[src/shared/sys_config_defines.vh]
// Offsets, field positions, reset values for the system configuration bank.
// Assumes a 32-bit classic Wishbone slave on a single 10 MHz clock.
`ifndef SYS_CONFIG_DEFINES_VH
`define SYS_CONFIG_DEFINES_VH

// ==========================================
// Register byte offsets
`define OFS_REMAP 12'h008
`define OFS_VERSION 12'h024
`define OFS_ETH_CLK 12'h030
`define OFS_REG_TRIM 12'h150
`define OFS_CAL_CTRL 12'h160
`define OFS_MAN_TRIM 12'h168
`define OFS_CAL_STAT 12'h16C

// ==========================================
// Writable bit masks and reset values
`define MASK_REMAP 32'h00000001
`define RST_REMAP 32'h00000001
`define MASK_ETH_CLK 32'hFFFFBFFF
`define RST_ETH_CLK 32'h00058000
`define MASK_REG_TRIM 32'hFF33FF1F
`define RST_REG_TRIM 32'h00000E0F
`define MASK_CAL_CTRL 32'h013F0107
`define RST_CAL_CTRL 32'h00330003
`define MASK_MAN_TRIM 32'h0000003F
`define RST_MAN_TRIM 32'h00000033

// ==========================================
// Field positions
`define BIT_EXT_PATH 27
`define BIT_RMII_EN 13
`define BIT_IF_TYPE 2
`define BIT_TRIM_SRC 8
`define BIT_REMAP_BOOT 0
`define BIT_REF_SEL 18
`define BIT_RX_INV 4
`define BIT_TX_INV 3
`define BIT_CAL_MODE 2
`define BIT_CAL_ANALOG 1
`define BIT_CAL_AUTO 0

`endif

[src/logic/system_config_regs.v]
// System configuration register bank behind a classic Wishbone slave.
// Holds memory remap, boot pin status, Ethernet clock setup and trims.
// Assumes boot pins are asynchronous; analog consumers sit on the outputs.
// Assumes the calibrator inputs are driven from this same clock.
// Assumes the master drops its request for a cycle after each ack.
//
// Design decision made here: register access over Wishbone.
`timescale 1ns/1ps
`include "sys_config_defines.vh"

module system_config_regs (
  input wire clock,
  input wire rst_n,
  input wire wb_cyc_i,
  input wire wb_stb_i,
  input wire wb_we_i,
  input wire [11:0] wb_adr_i,
  input wire [3:0] wb_sel_i,
  input wire [31:0] wb_dat_i,
  output reg [31:0] wb_dat_o,
  output wire wb_ack_o,
  input wire [1:0] boot_select_pin,
  input wire upgrade_pin,
  input wire [5:0] calibrator_trim,
  input wire calibrator_compare,
  output wire remap_to_boot,
  output wire external_mgmt_path_select,
  output wire [1:0] operation_mode,
  output wire [4:0] phy_station_number,
  output wire ref_clock_24mhz,
  output wire rmii_enable,
  output wire mii_enable,
  output wire rgmii_enable,
  output wire [2:0] tx_clock_delay_tap,
  output wire [4:0] rx_clock_delay_tap,
  output wire rx_clock_invert,
  output wire tx_clock_invert,
  output wire [1:0] tx_clock_source,
  output wire [5:0] regulator_b_code,
  output wire [4:0] regulator_a_code,
  output wire calibration_mode_select,
  output wire calibration_analog_enable,
  output wire auto_calibration_enable,
  output wire [5:0] resistor_trim
);

  // ==========================================
  // Storage
  // Full 32-bit images; bits outside each writable mask keep reset value
  reg [31:0] remap;
  reg [31:0] eth_clk;
  reg [31:0] reg_trim;
  reg [31:0] cal_ctrl;
  reg [31:0] man_trim;
  // Bus answer, high for one cycle per accepted request
  reg ack;
  // Read word chosen in the request cycle
  reg [31:0] next_read_data;
  // Filtered pins: boot select in 2:1, upgrade in 0
  reg [2:0] boot_state;
  // Registered resistor trim as driven to the resistor
  reg [5:0] trim_out;
  // Raw pins, then second and third synchroniser stages
  wire [2:0] pin_raw;
  wire [2:0] pin_second;
  wire [2:0] pin_third;
  // Read-only register images
  wire [31:0] version_image;
  wire [31:0] status_image;
  // Bus qualifiers
  wire [31:0] wmask;
  wire req;
  wire wr;
  // Per-register address hits
  wire hit_remap;
  wire hit_version;
  wire hit_eth_clk;
  wire hit_reg_trim;
  wire hit_cal_ctrl;
  wire hit_man_trim;
  wire hit_cal_stat;
  // Per-register write strobes, live only at the ack edge
  wire wr_remap;
  wire wr_eth_clk;
  wire wr_reg_trim;
  wire wr_cal_ctrl;
  wire wr_man_trim;
  // Loop index of the pin synchroniser
  genvar pin_index;

  // ==========================================
  // Bus decode
  // Exact match of the byte address against one offset
  function address_hit;
    input [11:0] addr;
    input [11:0] offset;
    begin
      address_hit = (addr == offset);
    end
  endfunction

  // Byte lane mask from select
  assign wmask = {{8{wb_sel_i[3]}}, {8{wb_sel_i[2]}}, {8{wb_sel_i[1]}}, {8{wb_sel_i[0]}}};
  // A request is live while cycle and strobe are both high
  assign req = wb_cyc_i & wb_stb_i;
  // Writes land at the edge where the master sees ack
  assign wr = req & wb_we_i & ack;
  assign wb_ack_o = ack;

  // Offset decode, shared by write strobes and read mux
  assign hit_remap = address_hit(wb_adr_i, `OFS_REMAP);
  assign hit_version = address_hit(wb_adr_i, `OFS_VERSION);
  assign hit_eth_clk = address_hit(wb_adr_i, `OFS_ETH_CLK);
  assign hit_reg_trim = address_hit(wb_adr_i, `OFS_REG_TRIM);
  assign hit_cal_ctrl = address_hit(wb_adr_i, `OFS_CAL_CTRL);
  assign hit_man_trim = address_hit(wb_adr_i, `OFS_MAN_TRIM);
  assign hit_cal_stat = address_hit(wb_adr_i, `OFS_CAL_STAT);

  // only mapped writable registers take writes
  assign wr_remap = wr & hit_remap;
  assign wr_eth_clk = wr & hit_eth_clk;
  assign wr_reg_trim = wr & hit_reg_trim;
  assign wr_cal_ctrl = wr & hit_cal_ctrl;
  assign wr_man_trim = wr & hit_man_trim;

  // Masked byte-lane merge
  function [31:0] merge;
    input [31:0] old;
    input [31:0] data;
    input [31:0] lanes;
    input [31:0] writable;
    begin
      merge = (old & ~(lanes & writable)) | (data & lanes & writable);
    end
  endfunction

  // ==========================================
  // Bus answer
  // Ack one cycle after request, low the next cycle; a held
  // request is therefore answered once every two cycles
  // Every request is answered, mapped or not, so the bus never hangs
  always @(posedge clock) begin
    if (!rst_n) begin
      ack <= 1'b0;
    end else begin
      ack <= req & ~ack;
    end
  end

  // ==========================================
  // Pin synchroniser
  // Raw pin vector, same order as the filtered image
  assign pin_raw = {boot_select_pin, upgrade_pin};

  // Three flops per pin; only stage two reads stage one
  // Pins are asynchronous; reset clears the chain to zero
  generate
    for (pin_index = 0; pin_index < 3; pin_index = pin_index + 1) begin : g_pin_sync
      reg [2:0] chain;
      // Shift the pin in; stage one may be metastable
      always @(posedge clock) begin
        if (!rst_n) begin
          chain <= 3'h0;
        end else begin
          chain <= {chain[1:0], pin_raw[pin_index]};
        end
      end
      // Stages two and three go to the agreement test
      assign pin_second[pin_index] = chain[1];
      assign pin_third[pin_index] = chain[2];
    end
  endgenerate

  // boot select and upgrade pins filtered
  // A change counts once stages two and three agree
  always @(posedge clock) begin
    if (!rst_n) begin
      boot_state <= 3'h0;
    end else if (pin_second == pin_third) begin
      boot_state <= pin_third;
    end
  end

  // ==========================================
  // Register writes
  // remap resets to boot path
  // Writing zero hands the local memory to the DSP
  // Only bit 0 is stored; the rest reads zero
  always @(posedge clock) begin
    if (!rst_n) begin
      remap <= `RST_REMAP;
    end else if (wr_remap) begin
      remap <= merge(remap, wb_dat_i, wmask, `MASK_REMAP);
    end
  end

  // reference select resets one
  // Whole clock image, all but one unused bit writable
  // Byte lanes let software change one field group alone
  always @(posedge clock) begin
    if (!rst_n) begin
      eth_clk <= `RST_ETH_CLK;
    end else if (wr_eth_clk) begin
      eth_clk <= merge(eth_clk, wb_dat_i, wmask, `MASK_ETH_CLK);
    end
  end

  // regulator A trim reset
  // Spare and reserved bits are stored but drive nothing
  always @(posedge clock) begin
    if (!rst_n) begin
      reg_trim <= `RST_REG_TRIM;
    end else if (wr_reg_trim) begin
      reg_trim <= merge(reg_trim, wb_dat_i, wmask, `MASK_REG_TRIM);
    end
  end

  // auto calibration resets one
  // Reserved fields keep their stored value for software
  always @(posedge clock) begin
    if (!rst_n) begin
      cal_ctrl <= `RST_CAL_CTRL;
    end else if (wr_cal_ctrl) begin
      cal_ctrl <= merge(cal_ctrl, wb_dat_i, wmask, `MASK_CAL_CTRL);
    end
  end

  // manual trim resets 0x33
  // Six stored bits; used only when the manual source is chosen
  always @(posedge clock) begin
    if (!rst_n) begin
      man_trim <= `RST_MAN_TRIM;
    end else if (wr_man_trim) begin
      man_trim <= merge(man_trim, wb_dat_i, wmask, `MASK_MAN_TRIM);
    end
  end

  // ==========================================
  // Read path
  // Images are rebuilt every cycle from live state
  // boot select in 12:11
  assign version_image = {19'h00000, boot_state[2:1], 2'h0, boot_state[0], 8'h00};
  // Calibrator result in 5:0, compare output in bit 8
  assign status_image = {23'h000000, calibrator_compare, 2'h0, calibrator_trim};

  // read mux, unmapped offsets read zero
  // Hits are exclusive, so the order of the chain does not matter
  always @* begin
    next_read_data = 32'h00000000;
    if (hit_remap) begin
      next_read_data = remap;
    end else if (hit_version) begin
      next_read_data = version_image;
    end else if (hit_eth_clk) begin
      next_read_data = eth_clk;
    end else if (hit_reg_trim) begin
      next_read_data = reg_trim;
    end else if (hit_cal_ctrl) begin
      next_read_data = cal_ctrl;
    end else if (hit_man_trim) begin
      next_read_data = man_trim;
    end else if (hit_cal_stat) begin
      next_read_data = status_image;
    end
  end

  // Read data taken in the request cycle, shown with the ack
  always @(posedge clock) begin
    if (!rst_n) begin
      wb_dat_o <= 32'h00000000;
    end else if (req & ~ack) begin
      wb_dat_o <= next_read_data;
    end
  end

  // ==========================================
  // Memory routing
  // memory routing
  // One means boot path owns the local memory, zero the DSP
  // Flipping it while either side is mid-access is software's hazard
  assign remap_to_boot = remap[`BIT_REMAP_BOOT];

  // ==========================================
  // Ethernet interface controls
  // Fields are plain register bits, except the two full-interface enables decoded below
  // path select
  // Zero keeps management and media paths internal
  assign external_mgmt_path_select = eth_clk[`BIT_EXT_PATH];

  // mode code
  // Code 11 is reserved; it is passed on unchanged
  assign operation_mode = eth_clk[26:25];

  // station number
  // Five-bit address the internal PHY answers to
  assign phy_station_number = eth_clk[24:20];

  // reference choice
  // One selects the 24 MHz reference, zero the 25 MHz one
  assign ref_clock_24mhz = eth_clk[`BIT_REF_SEL];

  // reduced-MII override
  // Reduced mode wins over the type bit below
  // Software may leave the type bit set; it is simply ignored
  assign rmii_enable = eth_clk[`BIT_RMII_EN];

  // interface type
  // Both full interfaces stay off while reduced mode is on
  assign mii_enable = ~eth_clk[`BIT_RMII_EN] & ~eth_clk[`BIT_IF_TYPE];
  assign rgmii_enable = ~eth_clk[`BIT_RMII_EN] & eth_clk[`BIT_IF_TYPE];

  // delay taps
  // Raw tap counts; the delay lines decode them
  // Transmit chain has three bits
  assign tx_clock_delay_tap = eth_clk[12:10];
  // Receive chain has five bits
  assign rx_clock_delay_tap = eth_clk[9:5];

  // receive invert
  // Changing it while frames flow may glitch the receive clock
  assign rx_clock_invert = eth_clk[`BIT_RX_INV];

  // transmit invert
  // Same glitch hazard as the receive side
  assign tx_clock_invert = eth_clk[`BIT_TX_INV];

  // transmit source
  // Code 11 is reserved; it is passed on unchanged
  assign tx_clock_source = eth_clk[1:0];

  // ==========================================
  // Regulator trims
  // Trim codes reach the analog side with no synchroniser
  // low six bits
  // Upper two bits of the field are stored but drive nothing
  assign regulator_b_code = reg_trim[13:8];

  // low five bits
  // Only five of the stored bits reach the regulator
  assign regulator_a_code = reg_trim[4:0];

  // ==========================================
  // Resistor calibration
  // Calibrator inputs share this clock, so no synchroniser
  // calibration mode
  // One is reserved; software should leave it clear
  assign calibration_mode_select = cal_ctrl[`BIT_CAL_MODE];

  // analog enable
  // Clearing it powers the calibration circuit down
  assign calibration_analog_enable = cal_ctrl[`BIT_CAL_ANALOG];

  // auto calibration
  // Runs the calibrator while set
  assign auto_calibration_enable = cal_ctrl[`BIT_CAL_AUTO];

  // trim source mux
  // Zero follows the calibrator, one the manual register
  // Registered so a source flip reaches the resistor glitch-free
  always @(posedge clock) begin
    if (!rst_n) begin
      trim_out <= 6'h00;
    end else if (cal_ctrl[`BIT_TRIM_SRC]) begin
      trim_out <= man_trim[5:0];
    end else begin
      trim_out <= calibrator_trim;
    end
  end
  assign resistor_trim = trim_out;

endmodule // system_config_regs

[config.mk]
export PLATFORM = sky130hd
export DESIGN_NAME = system_config_regs
export DESIGN_NICKNAME = d
export VERILOG_FILES = /design/src/logic/system_config_regs.v
export VERILOG_INCLUDE_DIRS = /design/src /design/src/shared
export SDC_FILE = /design/constraint.sdc
export NUM_CORES = 1
export LEC_CHECK = 0
export BUFFER_PORTS_ARGS = -buffer_cell sky130_fd_sc_hd__buf_2
export CORE_MARGIN = 5
export CORE_UTILIZATION = 50
export CTS_BUF_LIST = sky130_fd_sc_hd__clkbuf_4
export DETAILED_ROUTE_END_ITERATION = 10
export PLACE_DENSITY = 0.81
export REMOVE_ABC_BUFFERS = 1
export SYNTH_ARGS = -nofsm -noshare
export SYNTH_HDL_FRONTEND = slang
export SYNTH_SLANG_ARGS = --single-unit
[constraint.sdc]
create_clock -name clock -period 3.5 [get_ports clock]
set_clock_uncertainty 0.1 [all_clocks]
set_input_delay 0.35 -clock clock [delete_from_list [all_inputs] [get_ports clock]]
set_output_delay 0.35 -clock clock [all_outputs]
set_load 0.05 [all_outputs]
==> reports/summary.md <==
## Run
• max-capacitance violation count: 0

## Yosys
• most frequently used flop master after synthesis: sky130_fd_sc_hd__dfxtp_1
• sequential-to-total area share from yosys stat: 0.474
• xor/xnor cell area share of the yosys netlist: 0.00498
• post-synthesis area per instance: 8.79 µm²
• combinational family with the most area after synthesis: simple AND/OR/NAND/NOR gates
• Post-synth EDFFs: 0
• post-synthesis share of cell area spent on full adders, half adders and majority gates: 0
• share of the synthesized area in compound gates (AO/OA/AOI/OAI): 0.150
• count of different cell masters after synthesis: 47
• flip-flop and latch count after synthesis: 125
• FFs w/ async S/R, synth: 0
• Gate Count Post-Synth: 601
• Post-Synthesis Cell Area: 5280 µm²
• share of synthesized area spent on multiplexers: 0.109
• Yosys warning count: 0
• simple-gate portion of the synthesized area: 0.195

## STA
• number of slew-limit violations in the final report: 0
• highest attainable clock frequency: 435 MHz
• final hold violation count: 0
• final period demand of the worst path: 2300 ps
• portion of the clock cycle consumed by the worst path in the final layout: 0.657
• measured slew at the worst slew-check pin: 1050 ps
• setup repair after global routing missed its margin: false
• Max-slew headroom: 0.297
• post-route setup TNS: 0 ps
• number of failing setup endpoints in the final timing report: 0

## Layout
• signed area change from the synthesized netlist to the final layout: 24.8%
• share of layout cells above drive strength 1: 0.251
• core occupancy in the finished layout: 0.638
• ant diodes: 0
• number of filler cells placed in the layout: 863
• Net count, final: 806

## Clock network
• hold bufs inserted after CTS: 41
• clock root buffer: sky130_fd_sc_hd__clkbuf_4
• post-CTS resize count: 0
• maximum root-to-sink buffer count: 2
• CTS H-tree lvls: 4
• register clock-pin slew on the reported worst setup and hold paths: 130 ps
• number of clock sinks seen by CTS: 125
• buffers inserted during post-CTS setup optimization: 0
• TritonCTS clock tree: yes
• clock latency on the worst-skew pair: 520 ps
• cts bufs inserted: 17

## Critical path
• CP top delay family: simple AND/OR/NAND/NOR gates
• Crit-path slowest cell: sky130_fd_sc_hd__or3_1
• number of stages on the worst setup path: 5
• count of buffer and inverter cells on the critical path: 0
• endpoint required time on the critical path: 3790 ps
• type of element launching the critical path: flop
• crit path from: wb_ack_o
• r2r worst-path depth: 5
• path type of the worst setup path: reg2reg
• startpoint of the worst register-to-register path: wb_ack_o
• cell seen most often among critical-path stages: sky130_fd_sc_hd__nand2_1
• Cell Chain, Critical Path: and4_1, nand2_1, or3_1, mux2i_1, nand2_1
• worst-path maximum fanout: 14
• largest stage delay on the critical path: 680 ps
• CP endpoint kind: flop
• endpoint arrival time on the critical path: 2590 ps

## Pwr
• worst-case vdd ir drop: 0.235 mV
• total power: 2.77 mW
• leakage component of the power: 2.65 nW
• power per standard cell area: 421 nW/µm²

## Floorplan
• overall die area: 12,700 µm²
• starting utilization of the core area: 0.512
• CORE AREA: 10,300 µm²
• I/O pin count: 141
• cell row count: 37
• height of the chip: 113 µm
• Die X-Extent: 113 µm

## Hold path
• min-delay src: rst_n
• cell count of the worst hold path: 2
• worst hold-check path type: in2reg

## Global routing
• vias in the first global route: 4,875
• maximum number of pins on one net before global-route repair: 49
• wire length of the first global-routing pass: 24.4 mm
• global-route usage over all layers: 0.237
• number of antenna violations at the first check in global routing: 0
• Overflow after GRT: 0

## Place
• half-perimeter wire length after placement: 10.4 mm
• number of port buffers: 140
• RePlAce Congestion: 0.847

## Route
• DR DRC count: 0
• Iteration-0 DRC Markers: 461
• routed len/inst: 17.4 µm
• via count of the routed design: 5,008
• Via-to-Cell Ratio: 5.61
• TritonRoute pass-1 iters: 5
• number of nets still failing antenna checks after routing: 0
• Routed WL: 15.5 mm

## Run status
• outcome: finished clean

report_power, final:
part | switching (mW) | internal, mW
combinational | 0.113 | 0.0777
sequential | 0.00418 | 1.43
clock | 0.619 | 0.525
total | 0.736 | 2.03
stage by stage:
stage | instance area [µm²] | cells | hold slack (ps) | setup slack [ps]
after CTS | 6590 | 892 | 166 | 1220
after global placement | 5850 | 819 | 314 | 892
final | 6590 | 892 | 183 | 1200
after global routing | 6590 | 892 | 168 | 1030
after floorplan | 4930 | 537 | 312 | 959
after detailed placement | 5850 | 819 | 322 | 815
layout make-up:
| class | count | area [µm²] | share of cell area |
|---|---|---|---|
| flip-flops and latches | 125 | 2500 | 0.380 |
| multi-input cells | 411 | 2430 | 0.368 |
| repair buffers | 187 | 1160 | 0.175 |
| clock inverters | 15 | 201 | 0.0306 |
| well taps | 136 | 170 | 0.0258 |
| clock buffers | 17 | 128 | 0.0194 |
| inverters | 1 | 3.75 | 0.000570 |
per-layer routing:
metal / global-route usage / up-vias / share of wire / wire length, µm
met5: 0 / - / 0 / 0
met2: 0.397 / 250 / 0.48 / 7470
met1: 0.304 / 2361 / 0.41 / 6380
met3: 0.0540 / 32 / 0.084 / 1300
met4: 0.0785 / 0 / 0.022 / 344
li1: - / 2365 / - / -
cells by family after synthesis:
logic type | Yosys count
AOI/OAI and AO/OA | 137
muxes | 57
DFF | 125
buffers and inverters | 65
and+or+nand+nor | 214
xor gates and xnor gates | 3
cell usage in the layout (no fill, tap or decap), types with 3 or more instances in the layout:
cell type,Yosys,final
sky130_fd_sc_hd__dfxtp_1,125,125
sky130_fd_sc_hd__inv_6,0,6
sky130_fd_sc_hd__bufinv_16,0,3
sky130_fd_sc_hd__nand2_1,78,78
sky130_fd_sc_hd__o21ai_0,4,4
sky130_fd_sc_hd__a31oi_1,4,4
sky130_fd_sc_hd__nor2_1,51,50
sky130_fd_sc_hd__a22oi_1,8,8
sky130_fd_sc_hd__inv_8,0,3
sky130_fd_sc_hd__nor2b_1,3,3
sky130_fd_sc_hd__clkbuf_4,0,17
sky130_fd_sc_hd__nor3_1,4,4
sky130_fd_sc_hd__o21ai_1,39,39
sky130_fd_sc_hd__a2bb2oi_1,5,5
sky130_fd_sc_hd__a21oi_1,58,58
sky130_fd_sc_hd__o21a_1,4,4
sky130_fd_sc_hd__dlygate4sd3_1,0,41
sky130_fd_sc_hd__nand3_1,30,30
sky130_fd_sc_hd__and3_1,13,13
sky130_fd_sc_hd__buf_2,4,140
sky130_fd_sc_hd__nand4_1,3,3
sky130_fd_sc_hd__mux2i_1,55,55
sky130_fd_sc_hd__nor2_2,4,5
sky130_fd_sc_hd__buf_4,28,6
sky130_fd_sc_hd__and2_1,12,12
sky130_fd_sc_hd__or3_1,3,3
path summary, 6_finish.rpt:
check	end	slack, ps
worst max-delay path	flop	1200
worst min-delay path	flop	180
worst max register to register	flop	1200
worst min register to register	g_pin_sync[0].chain[1]	350
synth_stat cells, drive strengths merged, types with 2 or more instances:
cell,count,area share
and2,12,0.014
or3,3,0.0036
a2bb2oi,5,0.0083
mux2i,55,0.10
and3,13,0.015
o21a,4,0.0057
a31oi,4,0.0047
nand4,3,0.0036
xor2,2,0.0033
o21ai,43,0.041
and4,2,0.0033
a22oi,8,0.011
clkbuf,28,0.020
nor3,7,0.012
a31o,2,0.0033
a211oi,2,0.0028
nand3,30,0.028
dfxtp,125,0.47
nor2b,3,0.0036
nor4,2,0.0047
nand2,78,0.055
buf,36,0.046
nor4b,2,0.0033
a222oi,2,0.0038
a21oi,58,0.055
nor2,55,0.041
a211o,2,0.0033
mux2,2,0.0043
No activity file was read; power rests on OpenSTA's default activity.
